## src/design/sdi_regs.vh

```
`ifndef SDI_REGS_VH
`define SDI_REGS_VH
// register offsets (byte addresses on the plain register port)
`define SDI_ADDR_W          8
`define SDI_OFF_INTERRUPT_SUMMARY_STATUS       8'h00
`define SDI_OFF_SSTAT_LO    8'h04
`define SDI_OFF_SSTAT_HI    8'h08
`define SDI_OFF_DMA_INT_STATUS       8'h0c
`define SDI_OFF_SEN_LO      8'h10
`define SDI_OFF_SEN_HI      8'h14
`define SDI_OFF_DEN         8'h18
`define SDI_OFF_DCTL        8'h1c
`define SDI_OFF_CHIP_TEST_REG_THREE      8'h20
`define SDI_OFF_SCSI_TEST_REG_THREE      8'h24
`define SDI_OFF_MODE        8'h28
// summary status fields
`define SDI_IS_DIP          0
`define SDI_IS_SIP          1
`define SDI_IS_INT_ON_FLY_FLAG         2
`define SDI_IS_RUN          3
// scsi status lo fields
`define SDI_SL_MA           0
`define SDI_SL_CMP          1
`define SDI_SL_SEL          2
`define SDI_SL_RSL          3
// scsi status hi fields
`define SDI_SH_HTH          0
`define SDI_SH_GEN          1
// dma status field, status only
`define SDI_DS_FIFO_EMPTY   7
// control fields
`define SDI_DC_PIN_MASK     1
`define SDI_CT3_FLUSH       3
`define SDI_CT3_CLEAR       2
`define SDI_ST3_CLEAR       1
`define SDI_MODE_TARGET     0
`define SDI_MODE_START      1
// timing
`define SDI_CLK_MHZ         50
`define SDI_GAP_CLKS        3
// reset values
`define SDI_RST_ENABLE      8'h00
`define SDI_RST_CTRL        8'h00
`endif

```

## src/design/sdi_core.v

```verilog
// The address-and-strobe port and the address map were decided locally.
`timescale 1ns/1ps
`include "sdi_regs.vh"
// Functional notes
// - on-fly flag clears only by host writing one; a same-cycle set wins.
// - while engine runs only summary status is reachable by the host.
// - scsi-pending and dma-pending summary bits, may both be set.
// - reading scsi status lo/hi reports and clears scsi conditions.
// - fatal scsi while receiving drains dma fifo before raising interrupt.
// - clear dma fifo at test bit 2, clear scsi fifo at bit 1.
// - reading dma status reports and clears dma conditions.
// - dma status bit 7 fifo-empty is status only, never clears.
// - dma interrupts flush no fifo; host clears or flushes afterwards.
// - two scsi enable registers and one dma enable register mask.
// - control bit 1 masks pin; clearing it asserts pin for enabled status already set.
// - all dma interrupts fatal; fatal always stops engine.
// - enabling a non-fatal interrupt makes it fatal.
// - initiator non-fatal set; target adds attention-asserted.
// - on-fly interrupt is non-fatal, engine keeps running.
// - masked non-fatal sets status only, no pending, no pin.
// - masked fatal stops engine, sets status and pending, no pin.
// - clearing an enable after pin asserted does not deassert it, except for a non-fatal scsi condition made fatal only by that enable; setting the pin mask does.
// - while pending, new events stack in hidden copy, moved when cleared.
// - after clear, pin off at least three clocks, then reload.
// - masked non-fatal does not start stacking.
// - scsi interrupts held while dma fifo has data.
module sdi_core #(
    parameter GAP = `SDI_GAP_CLKS
) (
    input  wire                   clk,
    input  wire                   rst_n,
    input  wire [`SDI_ADDR_W-1:0] addr,
    input  wire [7:0]             wdata,
    input  wire                   wr,
    input  wire                   rd,
    output reg  [7:0]             rdata,
    input  wire [7:0]             scsi_ev_lo,
    input  wire [7:0]             scsi_ev_hi,
    input  wire [6:0]             dma_ev,
    input  wire                   fly_ev,
    input  wire                   rx_dir,
    input  wire                   dma_fifo_empty_pin,
    input  wire                   engine_stop_ack,
    output reg                    flush_dma_fifo,
    output reg                    clear_dma_fifo,
    output reg                    clear_scsi_fifo,
    output reg                    engine_run,
    output reg                    irq_n
);
    reg  [7:0] sen_lo_q;
    reg  [7:0] sen_hi_q;
    reg  [7:0] den_q;
    reg  [7:0] dctl_q;
    reg  [7:0] ct3_q;
    reg  [7:0] st3_q;
    reg        target_q;
    reg        fly_q;
    reg        irq_q;
    reg        start_q;
    // scsi events parked while the dma fifo holds data, dma events while it drains
    reg  [7:0] held_lo_q;
    reg  [7:0] held_hi_q;
    reg  [6:0] dheld_q;
    reg  [1:0] gap_q;
    reg        drain_q;
    wire       fifo_empty;
    wire [7:0] slo;
    wire [7:0] shi;
    wire [7:0] shlo;
    wire [7:0] shhi;
    wire [7:0] dvis;
    wire [7:0] dhid;
    // empty flag arrives from the fifo domain edge
    sdi_sync2 #(.W(1)) u_sync (
        .clk   (clk),
        .rst_n (rst_n),
        .d     (dma_fifo_empty_pin),
        .q     (fifo_empty)
    );
    // non-fatal sets per mode
    wire [7:0] nf_lo = (8'h01 << `SDI_SL_CMP) | (8'h01 << `SDI_SL_SEL) |
                       (8'h01 << `SDI_SL_RSL) |
                       (target_q ? (8'h01 << `SDI_SL_MA) : 8'h00);
    wire [7:0] nf_hi = (8'h01 << `SDI_SH_HTH) | (8'h01 << `SDI_SH_GEN);
    // fatal when not in non-fatal set or enabled
    wire [7:0] fat_lo = ~nf_lo | sen_lo_q;
    wire [7:0] fat_hi = ~nf_hi | sen_hi_q;
    wire scsi_int_pending = |(slo & fat_lo) | |(shi & fat_hi);
    wire dma_int_pending = |dvis[6:0];
    wire pend = scsi_int_pending | dma_int_pending;
    wire sel_rd = rd && (!engine_run || addr == `SDI_OFF_INTERRUPT_SUMMARY_STATUS);
    wire sel_wr = wr && (!engine_run || addr == `SDI_OFF_INTERRUPT_SUMMARY_STATUS);
    wire rd_slo = sel_rd && addr == `SDI_OFF_SSTAT_LO;
    wire rd_shi = sel_rd && addr == `SDI_OFF_SSTAT_HI;
    wire rd_ds  = sel_rd && addr == `SDI_OFF_DMA_INT_STATUS;
    wire any_clr = (rd_slo || rd_shi || rd_ds) && pend;
    wire hid_any = |shlo | |shhi | |dhid;
    // scsi events held off while the dma fifo holds data
    wire post_ok = fifo_empty;
    wire [7:0] ev_lo = post_ok ? (scsi_ev_lo | held_lo_q) : 8'h00;
    wire [7:0] ev_hi = post_ok ? (scsi_ev_hi | held_hi_q) : 8'h00;
    // fatal while receiving waits for drain before dma posting
    wire [6:0] ev_d = (drain_q && !fifo_empty) ? 7'h00
                      : (dma_ev | dheld_q);
    wire load = gap_q == 2'd1;
    wire stack_en = pend || gap_q != 2'd0;
    sdi_stack #(.W(8)) u_slo (
        .clk(clk), .rst_n(rst_n), .ev(ev_lo), .stack_en(stack_en),
        .rd_clr(rd_slo), .load(load), .vis(slo), .hid(shlo)
    );
    sdi_stack #(.W(8)) u_shi (
        .clk(clk), .rst_n(rst_n), .ev(ev_hi), .stack_en(stack_en),
        .rd_clr(rd_shi), .load(load), .vis(shi), .hid(shhi)
    );
    sdi_stack #(.W(8)) u_ds (
        .clk(clk), .rst_n(rst_n), .ev({1'b0, ev_d}), .stack_en(stack_en),
        .rd_clr(rd_ds), .load(load), .vis(dvis), .hid(dhid)
    );
    always @(posedge clk or negedge rst_n) begin
        if (!rst_n) begin
            sen_lo_q <= `SDI_RST_ENABLE;
            sen_hi_q <= `SDI_RST_ENABLE;
            den_q    <= `SDI_RST_ENABLE;
            dctl_q   <= `SDI_RST_CTRL;
            ct3_q    <= `SDI_RST_CTRL;
            st3_q    <= `SDI_RST_CTRL;
            target_q <= 1'b0;
            start_q  <= 1'b0;
            fly_q    <= 1'b0;
            held_lo_q <= 8'h00;
            held_hi_q <= 8'h00;
            dheld_q  <= 7'h00;
            drain_q  <= 1'b0;
            gap_q    <= 2'd0;
            irq_q    <= 1'b0;
            engine_run <= 1'b0;
            rdata    <= 8'h00;
            irq_n    <= 1'b1;
            flush_dma_fifo  <= 1'b0;
            clear_dma_fifo  <= 1'b0;
            clear_scsi_fifo <= 1'b0;
        end else begin
            // events seen while held stay until the fifo empties
            held_lo_q <= post_ok ? 8'h00 : (held_lo_q | scsi_ev_lo);
            held_hi_q <= post_ok ? 8'h00 : (held_hi_q | scsi_ev_hi);
            dheld_q <= (drain_q && !fifo_empty) ? (dheld_q | dma_ev)
                       : 7'h00;
            // fatal scsi while receiving: drain first
            if ((|(scsi_ev_lo & fat_lo) || |(scsi_ev_hi & fat_hi)) &&
                rx_dir && !fifo_empty)
                drain_q <= 1'b1;
            else if (fifo_empty)
                drain_q <= 1'b0;
            flush_dma_fifo <= (drain_q && !fifo_empty) |
                              ct3_q[`SDI_CT3_FLUSH];
            clear_dma_fifo  <= ct3_q[`SDI_CT3_CLEAR];
            clear_scsi_fifo <= st3_q[`SDI_ST3_CLEAR];
            // one-shot controls self clear
            ct3_q <= ct3_q & ~((8'h01 << `SDI_CT3_CLEAR) |
                               (8'h01 << `SDI_CT3_FLUSH));
            st3_q <= st3_q & ~(8'h01 << `SDI_ST3_CLEAR);
            start_q <= 1'b0;
            // set wins over the host's write-one clear
            if (fly_ev)
                fly_q <= 1'b1;
            else if (sel_wr && addr == `SDI_OFF_INTERRUPT_SUMMARY_STATUS &&
                     wdata[`SDI_IS_INT_ON_FLY_FLAG])
                fly_q <= 1'b0;
            if (sel_wr && addr != `SDI_OFF_INTERRUPT_SUMMARY_STATUS) begin
                if (addr == `SDI_OFF_SEN_LO)
                    sen_lo_q <= wdata;
                else if (addr == `SDI_OFF_SEN_HI)
                    sen_hi_q <= wdata;
                else if (addr == `SDI_OFF_DEN)
                    den_q <= wdata;
                else if (addr == `SDI_OFF_DCTL)
                    dctl_q <= wdata;
                else if (addr == `SDI_OFF_CHIP_TEST_REG_THREE)
                    ct3_q <= wdata;
                else if (addr == `SDI_OFF_SCSI_TEST_REG_THREE)
                    st3_q <= wdata;
                else if (addr == `SDI_OFF_MODE) begin
                    target_q <= wdata[`SDI_MODE_TARGET];
                    start_q  <= wdata[`SDI_MODE_START];
                end
            end
            // any pending fatal stops the engine
            if (pend || engine_stop_ack)
                engine_run <= 1'b0;
            else if (start_q)
                engine_run <= 1'b1;
            // gap counter after first level clears
            if (any_clr && hid_any)
                gap_q <= GAP[1:0];
            else if (gap_q != 2'd0)
                gap_q <= gap_q - 2'd1;
            // pin level; an asserted pin holds while anything is pending or on-fly is set, the pin mask or the gap counter drops it
            if (gap_q != 2'd0 || (any_clr && hid_any))
                irq_q <= 1'b0;
            else if (dctl_q[`SDI_DC_PIN_MASK])
                irq_q <= 1'b0;
            else if (irq_q)
                irq_q <= pend | fly_q;
            else
                irq_q <= (|(slo & sen_lo_q)) | (|(shi & sen_hi_q)) |
                         (|(dvis[6:0] & den_q[6:0])) | fly_q;
            irq_n <= ~irq_q;
            rdata <= 8'h00;
            if (sel_rd) begin
                if (addr == `SDI_OFF_INTERRUPT_SUMMARY_STATUS)
                    rdata <= {4'h0, engine_run, fly_q, scsi_int_pending, dma_int_pending};
                else if (addr == `SDI_OFF_SSTAT_LO)
                    rdata <= slo;
                else if (addr == `SDI_OFF_SSTAT_HI)
                    rdata <= shi;
                else if (addr == `SDI_OFF_DMA_INT_STATUS)
                    rdata <= {fifo_empty, dvis[6:0]};
                else if (addr == `SDI_OFF_SEN_LO)
                    rdata <= sen_lo_q;
                else if (addr == `SDI_OFF_SEN_HI)
                    rdata <= sen_hi_q;
                else if (addr == `SDI_OFF_DEN)
                    rdata <= den_q;
                else if (addr == `SDI_OFF_DCTL)
                    rdata <= dctl_q;
                else if (addr == `SDI_OFF_MODE)
                    rdata <= {7'h00, target_q};
            end
        end
    end
endmodule

```

## src/design/sdi_sync2.v

```verilog
`timescale 1ns/1ps
module sdi_sync2 #(
    parameter W = 1
) (
    input  wire         clk,
    input  wire         rst_n,
    input  wire [W-1:0] d,
    output wire [W-1:0] q
);
    reg [W-1:0] meta_q;
    reg [W-1:0] out_q;
    always @(posedge clk or negedge rst_n) begin
        if (!rst_n) begin
            meta_q <= {W{1'b0}};
            out_q  <= {W{1'b0}};
        end else begin
            meta_q <= d;
            out_q  <= meta_q;
        end
    end
    assign q = out_q;
endmodule

```

## src/design/sdi_stack.v

```verilog
`timescale 1ns/1ps
// two-level status holder for one 8-bit interrupt status register
module sdi_stack #(
    parameter W = 8
) (
    input  wire         clk,
    input  wire         rst_n,
    input  wire [W-1:0] ev,
    input  wire         stack_en,
    input  wire         rd_clr,
    input  wire         load,
    output wire [W-1:0] vis,
    output wire [W-1:0] hid
);
    reg [W-1:0] vis_q;
    reg [W-1:0] hid_q;
    reg [W-1:0] vis_d;
    reg [W-1:0] hid_d;
    always @* begin
        vis_d = vis_q;
        hid_d = hid_q;
        if (rd_clr)
            vis_d = {W{1'b0}};
        if (load) begin
            vis_d = vis_d | hid_q;
            hid_d = {W{1'b0}};
        end
        // new events go behind a pending level, else straight in
        if (stack_en && !rd_clr)
            hid_d = hid_d | ev;
        else
            vis_d = vis_d | ev;
    end
    always @(posedge clk or negedge rst_n) begin
        if (!rst_n) begin
            vis_q <= {W{1'b0}};
            hid_q <= {W{1'b0}};
        end else begin
            vis_q <= vis_d;
            hid_q <= hid_d;
        end
    end
    assign vis = vis_q;
    assign hid = hid_q;
endmodule

```

## config.mk

```make
export PLATFORM = sky130hd
export DESIGN_NAME = sdi_core
export DESIGN_NICKNAME = d
export VERILOG_FILES = /design/src/design/sdi_core.v /design/src/design/sdi_sync2.v /design/src/design/sdi_stack.v
export VERILOG_INCLUDE_DIRS = /design/src /design/src/design
export SDC_FILE = /design/constraint.sdc
export NUM_CORES = 1
export LEC_CHECK = 0
export BUFFER_PORTS_ARGS = -buffer_cell sky130_fd_sc_hd__buf_2
export CORE_UTILIZATION = 60
export CTS_CLUSTER_DIAMETER = 100
export DETAILED_ROUTE_END_ITERATION = 8
export PLACE_DENSITY = 0.81
export SYNTH_ARGS = -nofsm -noshare
export SYNTH_HDL_FRONTEND = slang
export SYNTH_SLANG_ARGS = --single-unit
```

## constraint.sdc

```tcl
create_clock -name clk -period 4.3 [get_ports clk]
set_clock_uncertainty 0.15 [all_clocks]
set_input_delay 0 -clock clk [delete_from_list [all_inputs] [get_ports clk]]
set_output_delay 0 -clock clk [all_outputs]
set_load 0.05 [all_outputs]
```

==> flow_metrics.tcl <==
set metrics [dict create \
    synth_compound_area_frac 0.151 \
    slew_viol_final 0 \
    postCtsSetupBuffers 0 \
    synth_edf_count 0 \
    ios 60 \
    grt_usage 0.371 \
    antenna_found_initial 1 \
    post-route-period-util 0.651 \
    synth_nets 552 \
    initial_core_util 0.628 \
    cp-start-kind "register" \
    grt_pass1_wl_um 26600 \
    drc 8 \
    grt_max_degree 76 \
    status "finished, violations left" \
    die_h_um 98.3 \
    path_buf_inv 1 \
    ys.flop_type "dfrtp_1" \
    die_w_um 98.3 \
    endpoint_kind "register" \
    synth-async-reset-ratio 1.00 \
    peakVddDrop_mv 0.426 \
    hold_ws_ns -0.0257 \
    yosysWarnings 0 \
    cts_tree "done" \
    cts_root_buf "clkbuf_8" \
    max_freq_mhz 357 \
    dp_hpwl_um 10600 \
    clk_pin_slew_ns 0.07 \
    crit_arrival_ns 3.03 \
    die_area_um2 9650 \
    final-hold-violation-count 22 \
    critical-path-max-stage-delay_ns 0.67 \
    violations "design-rule violations, negative hold slack" \
    tns_ns 0 \
    core_area_um2 8850 \
    crit_type "register to register" \
    gp_congestion 0.947 \
    p_leak_nw 3.31 \
    portBuffers 59 \
    ys_types 56 \
    post-place-cells 654 \
    totalWireLength_um 16900 \
    crit_family "simple AND/OR/NAND/NOR gates" \
    fillerInstances 520 \
    finalSetupViolCount 0 \
    critPathRequiredTime_ns 4.53 \
    min_period_ns 2.80 \
    synth_top_family_by_area "compound AO/OA/AOI/OAI gates" \
    nets 670 \
    crit_path_top_delay_cell "dlygate4sd3_1" \
    synthAdderAreaFrac 0.00450 \
    synthMuxAreaShare 0.0921 \
    drtPass1Iterations 9 \
    syn_area_um2 5560 \
    area_delta_synth_final_pct 27.8 \
    grt_pass1_vias 4854 \
    htree_levels 4 \
    maxSlewHeadroom 0.366 \
    tightest_slew_ns 0.951 \
    cts_buffers 17 \
    postRouteAntennaNets 0 \
    clock_latency_ns 0.52 \
    synth-seq-cells 126 \
    vias 4911 \
    hp-class "input port to asynchronous set/reset pin" \
    rsz0062_at_grt "false" \
    cap_violations 0 \
    drtIter0Drc 599 \
    clock-sinks 126 \
    synthXorXnorAreaFrac 0.00158 \
    synth-simple-area-share 0.149 \
    cts_buffer_depth 2 \
    grt-ovfl-total 0 \
    ys_seq_area_frac 0.567 \
    powerDensity_nw_per_um2 488 \
    fp-row-count 34 \
    cts_resized 0 \
    crit_chain "nor4b_1 > dlygate4sd3_1 > nand4_2 > a22oi_1 > o21ai_1" \
    wl_per_cell_um 22.8 \
    synth_area_per_cell_um2 11.1 \
    final_cell_count_no_fill 743 \
    synthCells 503 \
    final_layout_size_suffix_gt1_frac 0.237 \
    vias_per_cell 6.61 \
    cp_max_fo 10 \
]
-- Yosys cell counts, types with 2 or more instances --
library cell,n,share of area
mux2_2,35,0.071
nand2b_1,5,0.0056
o22ai_1,23,0.026
a21oi_1,12,0.011
ha_1,2,0.0045
o21ai_2,3,0.0047
nor3_1,11,0.0099
a221oi_1,2,0.0032
nor4_1,9,0.010
nor3b_1,3,0.0041
buf_1,3,0.0020
mux2i_1,5,0.0090
inv_1,29,0.020
o21ai_0,8,0.0072
o21ai_1,23,0.021
or4_1,3,0.0041
nor4b_1,2,0.0032
o211ai_1,4,0.0054
and3_1,3,0.0034
clkbuf_1,15,0.010
a222oi_1,2,0.0036
buf_2,2,0.0018
nor2_1,62,0.042
a211oi_1,3,0.0041
nand2_1,24,0.016
nand3_1,6,0.0054
dfrtp_1,125,0.56
or2_2,4,0.0045
nor2b_1,2,0.0023
a22oi_1,35,0.047
nand3b_4,3,0.011
mux4_2,3,0.012
nand4_1,5,0.0056
a31oi_1,5,0.0056
-- tightest hold or removal path, cell delays in order --
cell	delay [ns]
dlygate4sd3_1	0.52
buf_4	0.10
buf_4	0.50
-- layout make-up --
cell class,instances,area [um2],share of cell area
Clock inverter,15,185,0.0261
Sequential cell,126,3150,0.444
Antenna cell,1,2.50,0.000352
Clock buffer,17,414,0.0583
Multi-Input combinational cell,328,2220,0.312
Tap cell,108,135,0.0190
Timing Repair Buffer,119,888,0.125
Inverter,29,109,0.0153
-- report_power, final --
group          internal, mW  switching, mW  total, mW
sequential             1.35          0.155       1.50
clock                 0.891          0.566       1.46
combinational         0.198          0.311      0.509
-- cell families after synthesis --
kind of cell	count (synthesis)
AOI/OAI and AO/OA	128
xor gates and xnor gates	1
adders and majority gates	2
buffers and inverters	49
DFF	126
muxes	43
and+or+nand+nor	154
-- stage by stage --
step / total power, mW / worst slack, ns / instance area [um2] / utilization
after floorplan: 1.78 / 1.94 / 5560 / -
after global placement: 1.93 / 1.78 / 5940 / 0.672
after detailed placement: 1.95 / 1.74 / 5940 / 0.672
after CTS: 3.43 / 1.73 / 7100 / 0.803
after global routing: 3.59 / 1.44 / 7110 / 0.803
final: 3.47 / 1.50 / 7110 / 0.803
-- cell usage in the layout (no fill, tap or decap), drive strengths merged, types with 4 or more instances in the layout --
cell type    netlist  layout
or2                4       4
nand3b             4       4
nor2              62      62
clkinv             0       6
a22oi             35      35
a21oi             12      12
nand2             24      24
o22ai             23      23
mux2i              5       5
dfrtp            125     125
nand3              6       6
a31oi              5       5
mux2              35      35
o21ai             34      34
buf                5      63
nor3              12      12
inv               29      33
o211ai             4       4
nand4              6       6
clkbuf            15      17
dlygate4sd3        0      56
nor4              10      10
nand2b             5       5
-- metal layers --
metal / vias to the layer above / global-route usage / routed length (um) / part of all wire
met5: - / 0 / 0 / 0
met4: 0 / 0.168 / 621 / 0.037
met3: 65 / 0.0644 / 1610 / 0.095
met2: 348 / 0.589 / 8040 / 0.48
met1: 2410 / 0.504 / 6650 / 0.39
li1: 2088 / - / - / -
-- state kept, by name, summed over array words and instances, names as in the netlist, 7 cells and up --
signal     count
held_hi_q      8
den_q          8
rdata          8
held_lo_q      8
u_shi.hid      8
u_slo.hid      8
dctl_q         8
u_slo.vis      8
sen_hi_q       8
dheld_q        7
u_shi.vis      8
sen_lo_q       8
u_ds.vis       7
u_ds.hid       7
-- final timing paths --
| path | startpoint | endpoint | slack, ns | depth (start not counted) |
|---|---|---|---|---|
| worst min register to register | u_sync.meta_q | u_sync.q | 0.21 | 0 |
| worst max register to register | engine_run | u_slo.vis[1] | 1.50 | 5 |
| min in group clk | engine_stop_ack | engine_run | 0.06 | 3 |
| worst max-delay path | engine_run | u_slo.vis[1] | 1.50 | 5 |
| worst min-delay path | rst_n | u_ds.vis[0] | -0.03 | 3 |
| max in group asynchronous | rst_n | u_shi.vis[4] | 3.27 | 3 |
-- repair_timing --
action	CTS	global route
hold buffers	56	0
hold endpoints to repair	244	0
endpoints found under the setup margin	0	0
(Power assumes the default switching activity.)
